[src/hwdt_pkg.sv]
// Constants and types shared by the hardware watchdog
package hwdt_pkg;
    localparam logic [7:0] SERVICE_ADDR = 8'hA6;
    localparam logic [7:0] SELECT_ADDR = 8'hA7;
    localparam logic [7:0] SERVICE_FIRST = 8'h1E;
    localparam logic [7:0] SERVICE_SECOND = 8'hE1;
    localparam logic [2:0] SELECT_RESET = 3'h0;
    localparam int BASE_WIDTH = 14;
    localparam int PRESCALE_WIDTH = 7;
    localparam int RESET_PULSE_CYCLES = 96;
    localparam int PULSE_CNT_WIDTH = 7;

    typedef struct packed {
        logic wr;
        logic rd;
        logic [7:0] addr;
        logic [7:0] wdata;
    } hwdt_sfr_type;

    typedef enum logic [1:0] {
        HWDT_IDLE,
        HWDT_ARMED
    } hwdt_seq_type;
endpackage

[src/hwdt_core.sv]
// Hardware watchdog: service sequence, timeout select, counter and reset pulse
//
// Overview of operation
// - Writing 1Eh then E1h to the service register enables or restarts the watchdog.
// - Service register at A6h is write only and reads back nothing.
// - Select field clears to 000 on reset; upper five bits are not stored.
// - Counter halts during power-down since power_down_i gates its count enable.
// - Power-down exits by hardware reset or enabled level external interrupt.
// - After interrupt wake, counting waits until the interrupt pin returns high.
// - Watchdog keeps counting in idle; software wakes periodically to service it.
// - Disabled after reset; once enabled only reset or overflow stops it.
// - Fourteen-bit base counter overflows past 3FFFh; software cannot access it.
// - Overflow drives an active-low reset pulse of 96 clock periods.
`timescale 1ns/10ps
module hwdt_core #(
    parameter int PULSE_CYCLES = hwdt_pkg::RESET_PULSE_CYCLES
) (
    input wire logic core_clk_i,
    input wire logic arst_n_i,
    input wire hwdt_pkg::hwdt_sfr_type sfr_i,
    input wire logic power_down_i,
    input wire logic wake_int_n_i,
    output logic [7:0] sfr_rdata_o,
    output logic sfr_hit_o,
    output logic enabled_o,
    output logic wdt_reset_n_o
);
    localparam int CW = hwdt_pkg::BASE_WIDTH + hwdt_pkg::PRESCALE_WIDTH;
    localparam int PW = hwdt_pkg::PULSE_CNT_WIDTH;

    // Pulse length must fit the pulse counter
    if (PULSE_CYCLES < 1 || PULSE_CYCLES > (2 ** PW) - 1) begin : g_pulse_range
        $error("PULSE_CYCLES out of range");
    end

    // Limit arithmetic works in 64 bits
    if (CW > 63) begin : g_width_range
        $error("counter too wide for the limit arithmetic");
    end

    // Address decode shared by the write and read paths
    function automatic logic is_service(input logic [7:0] addr);
        return addr == hwdt_pkg::SERVICE_ADDR;
    endfunction

    function automatic logic is_select(input logic [7:0] addr);
        return addr == hwdt_pkg::SELECT_ADDR;
    endfunction

    // Terminal count 2^(14+sel)-1 of the combined counter
    function automatic logic [CW-1:0] limit_of(input logic [2:0] sel);
        logic [63:0] span;
        span = (64'h1 << (hwdt_pkg::BASE_WIDTH + 32'(sel))) - 64'h1;
        return span[CW-1:0];
    endfunction

    // Wake pin synchroniser, idle high
    logic wake_meta_q, wake_meta_d;
    logic wake_sync_q, wake_sync_d;

    always_comb begin
        wake_meta_d = wake_int_n_i;
        wake_sync_d = wake_meta_q;
    end

    always_ff @(posedge core_clk_i or negedge arst_n_i) begin
        if (!arst_n_i) begin
            wake_meta_q <= 1'b1;
            wake_sync_q <= 1'b1;
        end else begin
            wake_meta_q <= wake_meta_d;
            wake_sync_q <= wake_sync_d;
        end
    end

    hwdt_pkg::hwdt_seq_type seq_q, seq_d;
    logic [2:0] sel_q, sel_d;
    logic en_q, en_d;
    logic hold_q, hold_d;
    logic [CW-1:0] cnt_q, cnt_d;
    logic [PW-1:0] pulse_q, pulse_d;
    logic svc_wr, sel_wr, restart, overflow, counting;

    assign svc_wr = sfr_i.wr && is_service(sfr_i.addr);
    assign sel_wr = sfr_i.wr && is_select(sfr_i.addr);
    // Second byte completes a sequence armed by the first
    assign restart = svc_wr && (seq_q == hwdt_pkg::HWDT_ARMED) && (sfr_i.wdata == hwdt_pkg::SERVICE_SECOND);
    assign overflow = en_q && (cnt_q == limit_of(sel_q));
    assign counting = en_q && !power_down_i && !hold_q;

    // Service sequence: first byte arms, any other byte drops it
    always_comb begin
        seq_d = seq_q;
        case (seq_q)
            hwdt_pkg::HWDT_IDLE: begin
                if (svc_wr && sfr_i.wdata == hwdt_pkg::SERVICE_FIRST) begin
                    seq_d = hwdt_pkg::HWDT_ARMED;
                end
            end
            hwdt_pkg::HWDT_ARMED: begin
                if (svc_wr && sfr_i.wdata != hwdt_pkg::SERVICE_FIRST) begin
                    seq_d = hwdt_pkg::HWDT_IDLE;
                end
            end
            default: begin
                seq_d = hwdt_pkg::HWDT_IDLE;
            end
        endcase
        // Overflow acts as a device reset
        if (overflow) begin
            seq_d = hwdt_pkg::HWDT_IDLE;
        end
    end

    always_ff @(posedge core_clk_i or negedge arst_n_i) begin
        if (!arst_n_i) begin
            seq_q <= hwdt_pkg::HWDT_IDLE;
        end else begin
            seq_q <= seq_d;
        end
    end

    // Timeout select and enable; overflow clears both
    always_comb begin
        sel_d = sel_q;
        en_d = en_q;
        if (sel_wr) begin
            sel_d = sfr_i.wdata[2:0];
        end
        if (restart) begin
            en_d = 1'b1;
        end
        if (overflow) begin
            sel_d = hwdt_pkg::SELECT_RESET;
            en_d = 1'b0;
        end
    end

    always_ff @(posedge core_clk_i or negedge arst_n_i) begin
        if (!arst_n_i) begin
            sel_q <= hwdt_pkg::SELECT_RESET;
            en_q <= 1'b0;
        end else begin
            sel_q <= sel_d;
            en_q <= en_d;
        end
    end

    // Power-down freezes counting until the synced wake pin is high again
    always_comb begin
        hold_d = hold_q;
        if (power_down_i) begin
            hold_d = 1'b1;
        end else if (wake_sync_q) begin
            hold_d = 1'b0;
        end
    end

    always_ff @(posedge core_clk_i or negedge arst_n_i) begin
        if (!arst_n_i) begin
            hold_q <= 1'b0;
        end else begin
            hold_q <= hold_d;
        end
    end

    // Counter restarts on service and after overflow
    always_comb begin
        cnt_d = cnt_q;
        if (restart || overflow) begin
            cnt_d = '0;
        end else if (counting) begin
            cnt_d = cnt_q + CW'(1);
        end
    end

    always_ff @(posedge core_clk_i or negedge arst_n_i) begin
        if (!arst_n_i) begin
            cnt_q <= '0;
        end else begin
            cnt_q <= cnt_d;
        end
    end

    // Reset pulse length counter; output low while nonzero
    always_comb begin
        pulse_d = pulse_q;
        if (overflow) begin
            pulse_d = PW'(PULSE_CYCLES);
        end else if (pulse_q != '0) begin
            pulse_d = pulse_q - PW'(1);
        end
    end

    always_ff @(posedge core_clk_i or negedge arst_n_i) begin
        if (!arst_n_i) begin
            pulse_q <= '0;
        end else begin
            pulse_q <= pulse_d;
        end
    end

    // Read path: select register only; service reads zero
    always_comb begin
        sfr_rdata_o = 8'h00;
        sfr_hit_o = 1'b0;
        if (is_select(sfr_i.addr)) begin
            sfr_rdata_o = {5'h00, sel_q};
            sfr_hit_o = 1'b1;
        end else if (is_service(sfr_i.addr)) begin
            sfr_hit_o = 1'b1;
        end
    end

    assign enabled_o = en_q;
    assign wdt_reset_n_o = (pulse_q == '0);
endmodule

[config.mk]
export PLATFORM = sky130hd
export DESIGN_NAME = hwdt_core
export DESIGN_NICKNAME = d
export VERILOG_FILES = /design/src/hwdt_pkg.sv /design/src/hwdt_core.sv
export SDC_FILE = /design/constraint.sdc
export NUM_CORES = 1
export LEC_CHECK = 0
export BUFFER_PORTS_ARGS = -buffer_cell sky130_fd_sc_hd__buf_2
export CAP_MARGIN = 20
export CORE_ASPECT_RATIO = 1.5
export CORE_UTILIZATION = 51
export CTS_CLUSTER_SIZE = 40
export DETAILED_ROUTE_END_ITERATION = 8
export PLACE_DENSITY_LB_ADDON = 0.08
export SYNTH_ARGS = -nofsm -noshare
export SYNTH_HDL_FRONTEND = slang
export SYNTH_SLANG_ARGS = --single-unit
[constraint.sdc]
create_clock -name core_clk_i -period 2.66 [get_ports core_clk_i]
set_input_delay 0.266 -clock core_clk_i [delete_from_list [all_inputs] [get_ports core_clk_i]]
set_output_delay 0.266 -clock core_clk_i [all_outputs]
set_load 0.01 [all_outputs]
==> results of run 1 <==
-- layer usage --
metal | GRT usage, % | vias up
li1 | - | 856
met3 | 4.21 | 7
met1 | 23.1 | 797
met2 | 33.7 | 31
met4 | 9.27 | 0
met5 | 0 | -
-- cell type report --
cell class                 instances  area share (%)
clock buffer                       8            3.68
multi-input combinational        174            47.8
timing repair buffer              32            7.68
inverter                          10            1.54
tap                               46            2.35
sequential                        36            36.9
-- power breakdown --
part	internal, mW	switching (mW)	total [mW]
registers	0.588	0.0474	0.636
logic	0.0754	0.0830	0.158
clock network	0.211	0.183	0.395
total	0.875	0.314	1.19
-- worst max path at each step --
stage                                    start                     end  slack [ns]  depth (start not counted)
after CTS                 sel_q[2]$_DFFE_PN0P_    cnt_q[0]$_DFFE_PN0P_        0.27                          9
final                     sel_q[2]$_DFFE_PN0P_    cnt_q[0]$_DFFE_PN0P_        0.28                          9
after detailed placement  sel_q[2]$_DFFE_PN0P_    cnt_q[0]$_DFFE_PN0P_        0.27                          9
after global routing      sel_q[1]$_DFFE_PN0P_   cnt_q[11]$_DFFE_PN0P_        0.05                          9
after global placement    sel_q[2]$_DFFE_PN0P_  pulse_q[1]$_DFFE_PN0P_        0.32                          9
after floorplan           sel_q[1]$_DFFE_PN0P_   cnt_q[10]$_DFFE_PN0P_        0.11                         11
-- worst reg2reg max path, delay by kind of cell (launching register included) --
| kind | cells | cell delay [ns] |
|---|---|---|
| AND/OR/NAND/NOR | 4 | 0.89 |
| adder cells (fa/ha/maj) | 1 | 0.40 |
| flip-flops | 1 | 0.35 |
| buffers and inverters | 2 | 0.30 |
| AO/OA/AOI/OAI | 1 | 0.19 |
| multiplexers | 1 | 0.12 |
-- cell families after synthesis --
logic type	share of synthesized area, %
DFF	40.7
muxes	2.26
and+or+nand+nor	27.3
xor gates and xnor gates	13.0
AOI/OAI and AO/OA	4.18
other	0.169
buffers and inverters	7.22
adders and majority gates	5.08
-- state kept, by name, indices dropped and copies added, names as in the netlist --
name / flops
wake_sync_q: 1
seq_q: 1
sel_q: 3
hold_q: 1
enabled_o: 1
wake_meta_q: 1
cnt_q: 21
pulse_q: 7
-- cell usage after synthesis (2+ instances only) --
master	instances	area, sq um
nand3_1	13	65.1
buf_4	5	37.5
buf_2	5	25.0
o21ai_0	3	15.0
dfstp_2	2	52.6
and4_1	2	17.5
nor2b_1	2	12.5
nand4_1	10	62.6
a21oi_1	3	15.0
dfrtp_1	34	851
inv_1	10	37.5
mux2i_1	5	50.1
nor4b_1	2	17.5
ha_1	9	113
nor4_1	5	31.3
nand2_1	13	48.8
and4b_1	2	20.0
a211oi_1	2	15.0
a31oi_1	2	12.5
nor3b_1	2	15.0
nor3_1	25	125
xnor2_1	11	96.3
nor2_1	15	56.3
nand3b_1	3	22.5
buf_6	4	45.0
xor2_1	22	193
and3_1	7	43.8
nand2b_1	2	12.5
clkbuf_1	4	15.0
==> results.json, run 1 <==
{
  "status": "complete, no violations",
  "netlist_area_sq_mm": 0.00222,
  "wl_met2_microns": 1990,
  "power.density_mw_per_mm2": 486,
  "clock-skew-final_ns": 0.0131,
  "avgSynthCellArea_sq_um": 9.47,
  "fin_ws_ns": 0.280,
  "postSynthCellCount": 234,
  "die_area_sq_mm": 0.00462,
  "critPathTopFamily": "simple AND/OR/NAND/NOR gates",
  "critPathKind": "reg -> reg",
  "io-pin-count": 33,
  "final_common_cell": "dfrtp_1",
  "place_congestion": 0.745,
  "wirelength_microns": 4070,
  "crit_chain": "inv_1 > ha_1 > nor4b_1 > mux2i_1 > nor2_1 > o2111ai_1 > nor4_4 > buf_12 > nor3_1",
  "fp.dieH_microns": 82.8,
  "antenna_found_initial": 0,
  "hpwl_microns": 2860,
  "die_x_microns": 55.8,
  "final_cell_mix": "dfrtp_1, buf_2, nor3_1",
  "cts_hold_buf": 0,
  "rsz0062_at_grt": "no",
  "p_leak_nw": 1.20,
  "drive_gt1_share_pct": 15.8,
  "syn2layout_area_growth_pct": 10.3,
  "root_buffer": "clkbuf_8",
  "yosys_warnings": 0,
  "post-route-util_pct": 58.1,
  "cp_slowest_cell": "ha_1",
  "cts_buffers": 5,
  "cts_num_sinks": 36,
  "rows": 29,
  "finalSetupTns_ns": 0,
  "dpl_cell_area_sq_mm": 0.00235,
  "fmaxAchievable_mhz": 420,
  "h-tree-depth": 2,
  "drc_errors": 0,
  "highest_layer": "met4",
  "cap_violations": 0,
  "grt_pass1_vias": 1582,
  "firstDrtPassIters": 4,
  "cts_setup_buffers": 0,
  "n_fill_cell": 377,
  "regToRegEndpoint": "cnt_q[0]$_DFFE_PN0P_",
  "rrSetupSlack_ns": 0.28,
  "antenna_cells": 0,
  "fin_crit_ns": 2.38,
  "r2r_start": "sel_q[2]$_DFFE_PN0P_",
  "grt_max_degree": 37,
  "finalMaxSlewViolations": 0,
  "tightest_slew_ns": 0.805,
  "ys.flop_type": "dfrtp_1",
  "cts.clk_slew.worst_paths_ns": 0.08,
  "fin_area_sq_mm": 0.00244,
  "required_ns": 2.82,
  "start_util_pct": 52.7,
  "ff2ff_path_depth": 9,
  "period_share_pct": 89.5,
  "slew_headroom_pct": 46.3,
  "wl_met3_microns": 130,
  "synth-async-reset-ratio_pct": 100,
  "wl_per_cell_microns": 13.3,
  "final_cells": 306,
  "arrival_ns": 2.54,
  "pre_cts_ws_ns": 0.274,
  "yosys_register_bits": 36,
  "critPathBufInv": 2,
  "cts_resized": 0,
  "final_hold_viol_count": 0,
  "start_kind": "register",
  "min_path_type": "in -> async",
  "placed_cells": 298,
  "cp_slowest_stage_delay_ns": 0.40,
  "clk_latency_ns": 0.29,
  "ant_nets": 0,
  "finalPower_mw": 1.19,
  "num_vias": 1691,
  "overflow": 0,
  "register_area_sq_um": 903,
  "drtIter0Drc": 82,
  "cp_max_fo": 33,
  "multi_input_area_sq_mm": 0.00117,
  "io_buffer_count": 26,
  "vdd_drop_max_mv": 0.454,
  "core_sq_mm": 0.00421,
  "synth-edff-count": 0,
  "holdWs_ns": 0.0581,
  "ctsLongestPathBuffers": 2,
  "critPathCaptureType": "register",
  "final_nets": 290,
  "grt_pass1_wl_microns": 6980,
  "grt.total_usage_pct": 19.4,
  "cts_tree": "yes",
  "post_drt_via_cell_ratio": 5.53,
  "setup_viol": 0,
  "synth_cell_types": 39,
  "met1_length_microns": 1870,
  "ys_seq_area_share_pct": 40.7
}
(Power assumes the default switching activity.)
==> run 2, diff against run 1 <==
--- a/config.mk
+++ b/config.mk
@@ -5,10 +5,11 @@
 export SDC_FILE = /design/constraint.sdc
 export NUM_CORES = 1
 export LEC_CHECK = 0
+export ABC_AREA = 1
 export BUFFER_PORTS_ARGS = -buffer_cell sky130_fd_sc_hd__buf_2
 export CAP_MARGIN = 20
 export CORE_ASPECT_RATIO = 1.5
-export CORE_UTILIZATION = 51
+export CORE_UTILIZATION = 25
 export CTS_CLUSTER_SIZE = 40
 export DETAILED_ROUTE_END_ITERATION = 8
 export PLACE_DENSITY_LB_ADDON = 0.08
==> results.json, run 2 <==
{
  "syn2layout_area_growth_pct": 17.0,
  "wl_met2_microns": 2930,
  "root_buffer": "clkbuf_16",
  "crit_chain": "inv_1 > ha_2 > inv_1 > nand2_1 > nand2_1 > nor2_1 > nand2_1 > nor2_1 > nand3_2 > o21bai_4 > buf_4 > nor2_1",
  "slew_headroom_pct": 43.9,
  "yosysMostFrequentCell": "nand2_1",
  "final_cell_mix": "nand2_1, nor2_1, inv_1",
  "postSynthCellCount": 343,
  "power.density_mw_per_mm2": 450,
  "grt_max_degree": 37,
  "yosys.area.top_type": "dfrtp_1",
  "antenna_cells": 0,
  "wirelength_microns": 5970,
  "synth_compound_area_share_pct": 4.66,
  "status": "complete, no violations",
  "firstDrtPassIters": 4,
  "h-tree-depth": 2,
  "cp_slowest_stage_delay_ns": 0.43,
  "critPathTopFamily": "simple AND/OR/NAND/NOR gates",
  "register_area_sq_um": 903,
  "io_buffer_count": 26,
  "num_vias": 2148,
  "fin_crit_ns": 2.22,
  "start_kind": "register",
  "io-pin-count": 33,
  "yosys_warnings": 0,
  "tightest_slew_ns": 0.841,
  "ctsLongestPathBuffers": 2,
  "synth-async-reset-ratio_pct": 100,
  "hpwl_microns": 4670,
  "seqPwrFrac_pct": 43.8,
  "wl_met3_microns": 152,
  "ys.flop_type": "dfrtp_1",
  "cp_max_fo": 14,
  "drive_gt1_share_pct": 14.0,
  "start_util_pct": 26.0,
  "cts_hold_buf": 0,
  "critPathKind": "reg -> reg",
  "fmaxAchievable_mhz": 450,
  "n_fill_cell": 1031,
  "cts_buffers": 5,
  "met1_length_microns": 2740,
  "critPathBufInv": 3,
  "cp_num_cells": 12,
  "post-route-util_pct": 30.4,
  "ant_nets": 0,
  "vdd_drop_max_mv": 0.265,
  "synth-xor-area-share_pct": 6.88,
  "arrival_ns": 2.40,
  "drtIter0Drc": 77,
  "multi_input_area_sq_mm": 0.00128,
  "grt.total_usage_pct": 14.0,
  "yosys.area_share.simple_pct": 35.9,
  "die_area_sq_mm": 0.0101,
  "drc_errors": 0,
  "synth.mux.area_fraction_pct": 0,
  "highest_layer": "met4",
  "grt_pass1_wl_microns": 10400,
  "final_hold_viol_count": 0,
  "rsz0062_at_grt": "no",
  "dpl_cell_area_sq_mm": 0.00267,
  "avgSynthCellArea_sq_um": 7.05,
  "critPathCaptureType": "register",
  "synth-edff-count": 0,
  "combPwrFrac_pct": 7.7,
  "period_share_pct": 83.5,
  "fin_area_sq_mm": 0.00283,
  "fp.dieH_microns": 122,
  "overflow": 0,
  "setup_viol": 0,
  "netlist_top_cells_count": "nand2_1, nor2_1, inv_1",
  "cts_tree": "yes",
  "synth_top_family_by_area": "simple AND/OR/NAND/NOR gates",
  "netlist_area_sq_mm": 0.00242,
  "top_register": "cnt_q",
  "min_path_type": "in -> reg",
  "ff2ff_path_depth": 12,
  "final_nets": 408,
  "top_regs": "cnt_q x21, pulse_q x7, sel_q x3",
  "grt_pass1_vias": 2244,
  "clock-skew-final_ns": 0.00387,
  "switching_share_pct": 24.5,
  "finalSetupTns_ns": 0,
  "p_sw_mw": 0.312,
  "wl_per_cell_microns": 12.2,
  "finalMaxSlewViolations": 0,
  "synth_top_area_share_pct": 35.2,
  "post_drt_via_cell_ratio": 4.38,
  "core_sq_mm": 0.00931,
  "largest_register_ff_count": 21,
  "rows": 43,
  "min_path_cells": 1,
  "cp_slowest_cell": "dfrtp_1",
  "antenna_found_initial": 0,
  "required_ns": 2.83,
  "synthTopCellsByArea": "dfrtp_1, nand2_1, nor2_1",
  "synth_cell_types": 29,
  "cap_violations": 0,
  "place_congestion": 0.827,
  "die_x_microns": 82.3,
  "ys_seq_area_share_pct": 37.4,
  "clk_latency_ns": 0.29,
  "cts_num_sinks": 36,
  "final_common_cell": "nand2_1",
  "power.share.clock_pct": 48.6,
  "synth_fa_ha_area_share_pct": 4.66,
  "p_leak_nw": 1.36,
  "cts.clk_slew.worst_paths_ns": 0.06,
  "p_int_mw": 0.960,
  "yosys_register_bits": 36
}
## run 2: cell types whose count changed after synthesis, sizes merged, moves of 3 or more
cell    before  now
a21oi        3    6
xor2        22   16
mux2i        5    0
nand2       13   88
clkbuf       4    0
and3         7    0
inv         10   49
nor2        15   66
buf         14    8
nand3       13   25
o21ai        3   10
xnor2       11    3
nor4         6    0
nor3        25    9
## run 2: layout make-up
| type | count | share of cell area, % |
|---|---|---|
| Clock buffer | 6 | 4.91 |
| Timing Repair Buffer | 31 | 5.93 |
| Clock inverter | 2 | 0.487 |
| Tap cell | 112 | 4.95 |
| Inverter | 49 | 6.50 |
| Multi-Input combinational cell | 254 | 45.3 |
| Sequential cell | 36 | 31.9 |
## run 2: stage by stage
step	hold slack, ns	total power, mW	setup slack [ns]	cells
2_1_floorplan	-0.0296	0.628	0.741	347
5_1_grt	0.0654	1.34	0.153	490
6_report	0.0739	1.27	0.439	490
3_3_place_gp	0.346	0.666	0.294	482
3_5_place_dp	0.348	0.667	0.240	482
4_1_cts	0.0641	1.30	0.236	490
## run 2: logic make-up (layout without fill, tap and decap cells)
logic type | Yosys count | after routing
compound gates | 19 | 19
buf+inv | 57 | 88
fa+ha+maj | 9 | 9
simple gates | 202 | 202
xor+xnor | 19 | 19
other cells | 1 | 5
flops | 36 | 36
## run 2: final timing paths
path                                        from                      to  slack [ns]
setup / recovery            sel_q[2]$_DFFE_PN0P_    cnt_q[0]$_DFFE_PN0P_        0.44
hold / removal                      wake_int_n_i   wake_meta_q$_DFF_PN1_        0.07
setup reg to reg            sel_q[2]$_DFFE_PN0P_    cnt_q[0]$_DFFE_PN0P_        0.44
hold reg to reg            wake_meta_q$_DFF_PN1_   wake_sync_q$_DFF_PN1_        0.36
max in group asynchronous               arst_n_i   cnt_q[16]$_DFFE_PN0P_        2.04
min in group asynchronous               arst_n_i  pulse_q[4]$_DFFE_PN0P_        0.08
## run 2: power groups by stage
stage	combinational, mW	sequential [mW]	clock [mW]
final	0.0974	0.557	0.617
after global routing	0.116	0.557	0.662
after CTS	0.0997	0.557	0.642
after detailed placement	0.0997	0.567	0
after global placement	0.0988	0.567	0
after floorplan	0.0610	0.567	0
## run 2: repair_timing
action | in CTS | in global routing
buffers inserted | 0 | 0
endpoints found under the hold margin | 0 | 0
endpoints found under the setup margin | 0 | 5
gates resized for setup | 0 | 1
## run 2: worst reg2reg max path: cells and delay by family, from the launching register on
kind | cells | cell delay (ns)
AND/OR/NAND/NOR | 7 | 0.66
AO/OA/AOI/OAI | 1 | 0.18
flip-flops | 1 | 0.43
buffers and inverters | 3 | 0.51
adder cells (fa/ha/maj) | 1 | 0.34
## run 2: layer usage
layer / track usage (%) / vias to the layer above
met5: 0 / -
met4: 6.03 / 0
met3: 2.60 / 11
met2: 23.7 / 42
met1: 17.0 / 971
li1: - / 1124
==> run 3, diff against run 2 <==
==> constraint.sdc (replaced) <==
create_clock -name core_clk_i -period 2.3 [get_ports core_clk_i]
set_input_delay 0.23 -clock core_clk_i [delete_from_list [all_inputs] [get_ports core_clk_i]]
set_output_delay 0.23 -clock core_clk_i [all_outputs]
set_load 0.01 [all_outputs]
==> results.json, run 3 (same netlist as run 2, synthesis figures left out) <==
{
  "min_path_cells": 1,
  "critPathCaptureType": "register",
  "rrSetupSlack_ns": 0.23,
  "clk_latency_ns": 0.28,
  "slew_headroom_pct": 41.0,
  "io_buffer_count": 26,
  "p_leak_nw": 1.35,
  "period_share_pct": 89.9,
  "firstDrtPassIters": 4,
  "fin_ws_ns": 0.231,
  "wl_per_cell_microns": 12.6,
  "cts_num_sinks": 36,
  "top_register": "cnt_q",
  "finalSetupTns_ns": 0,
  "rsz0062_at_grt": "no",
  "required_ns": 2.47,
  "finalPower_mw": 1.42,
  "drc_errors": 0,
  "status": "complete, no violations",
  "grt_pass1_wl_microns": 10400,
  "p_int_mw": 1.07,
  "switching_share_pct": 24.3,
  "wirelength_microns": 6160,
  "ff2ff_path_depth": 13,
  "pre_cts_ws_ns": 0.156,
  "hp-start": "wake_int_n_i",
  "fin_crit_ns": 2.07,
  "holdWs_ns": 0.0457,
  "grt_pass1_vias": 2169,
  "p_sw_mw": 0.345,
  "num_vias": 2150,
  "start_kind": "register",
  "overflow": 0,
  "syn2layout_area_growth_pct": 16.6,
  "antenna_cells": 0,
  "cp_max_fo": 21,
  "fp.dieH_microns": 122,
  "final_hold_viol_count": 0,
  "seqPwrFrac_pct": 45.4,
  "rows": 43,
  "cap_violations": 0,
  "min_path_type": "in -> reg",
  "root_buffer": "clkbuf_16",
  "die_x_microns": 82.3,
  "cts.clk_slew.worst_paths_ns": 0.06,
  "setup_viol": 0,
  "antenna_found_initial": 0,
  "start_util_pct": 26.0,
  "power.density_mw_per_mm2": 503,
  "hpwl_microns": 4620,
  "final_nets": 408,
  "post_drt_via_cell_ratio": 4.40,
  "regToRegEndpoint": "cnt_q[10]$_DFFE_PN0P_",
  "clock-skew-final_ns": 0.00364,
  "power.share.clock_pct": 46.3,
  "cts_tree": "yes",
  "final_cell_mix": "nand2_1, nor2_1, inv_1",
  "ant_nets": 0,
  "top_regs": "cnt_q x21, pulse_q x7, sel_q x3",
  "vdd_drop_max_mv": 0.325,
  "io-pin-count": 33,
  "largest_register_ff_count": 21,
  "ctsLongestPathBuffers": 2,
  "critPathKind": "reg -> reg",
  "tightest_slew_ns": 0.885,
  "grt_max_degree": 37,
  "cts_buffers": 5,
  "h-tree-depth": 2,
  "drtIter0Drc": 122,
  "core_sq_mm": 0.00931,
  "hold_end": "wake_meta_q$_DFF_PN1_",
  "fmaxAchievable_mhz": 483,
  "place_congestion": 0.811,
  "grt.total_usage_pct": 14.0,
  "combPwrFrac_pct": 8.4,
  "finalMaxSlewViolations": 0,
  "die_area_sq_mm": 0.0101,
  "r2r_start": "sel_q[1]$_DFFE_PN0P_",
  "arrival_ns": 2.24,
  "final_common_cell": "nand2_1",
  "drive_gt1_share_pct": 13.5
}
[run 3: worst max path at each step]
stage | startpoint | to | slack [ns] | cells after the start
after CTS | sel_q[2]$_DFFE_PN0P_ | cnt_q[8]$_DFFE_PN0P_ | 0.14 | 13
after detailed placement | sel_q[2]$_DFFE_PN0P_ | cnt_q[8]$_DFFE_PN0P_ | 0.16 | 13
final | sel_q[1]$_DFFE_PN0P_ | cnt_q[10]$_DFFE_PN0P_ | 0.23 | 13
after global placement | sel_q[2]$_DFFE_PN0P_ | cnt_q[8]$_DFFE_PN0P_ | 0.18 | 11
after floorplan | sel_q[1]$_DFFE_PN0P_ | cnt_q[8]$_DFFE_PN0P_ | 0.38 | 13
after global routing | sel_q[1]$_DFFE_PN0P_ | cnt_q[5]$_DFFE_PN0P_ | 0.03 | 13
[run 3: area by class of cell]
class	instances	area, sq um
fillers	1051	6490
multi-input cells	254	1280
flip-flops and latches	36	903
inverters	49	184
repair buffers	31	180
well taps	112	140
clock buffers	6	129
clock inverters	1	5.00
[run 3: through the flow]
stage | area (sq um) | cells | utilization [%]
floorplan | 2430 | 347 | -
global placement | 2690 | 482 | 28.9
detailed placement | 2690 | 482 | 28.9
CTS | 2820 | 489 | 30.3
global route | 2820 | 489 | 30.3
finish | 2820 | 489 | 30.3
[run 3: critical path, stage by stage, from the launching register on]
cell      delay, ns
dfrtp_1        0.36
inv_2          0.07
ha_1           0.33
inv_1          0.12
nand2_1        0.09
nand2_1        0.09
nand2_1        0.05
nand2_1        0.06
nand2_1        0.05
nor2_1         0.13
nand3_2        0.18
o21bai_4       0.18
buf_12         0.18
nor2_1         0.06
[run 3: repair_timing]
action                                  in CTS  in global routing
endpoints found under the setup margin       0                 30
setup buffers                                0                  0
hold buffers                                 0                  0
gates resized for setup                      0                  1
[run 3: layer usage]
layer  global-route usage [%]  wire, microns  up-vias
met5                        0              0        -
met3                     2.23            202        8
li1                         -              -     1120
met2                     23.8           3110       50
met1                     17.0           2710      972
met4                     6.03            133        0
[run 3: power groups by stage]
stage	Combinational (mW)	Clock, mW	Sequential, mW
detailed placement	0.120	0	0.655
CTS	0.120	0.688	0.643
finish	0.119	0.656	0.644
global placement	0.120	0	0.654
global route	0.138	0.706	0.643
floorplan	0.0706	0	0.656
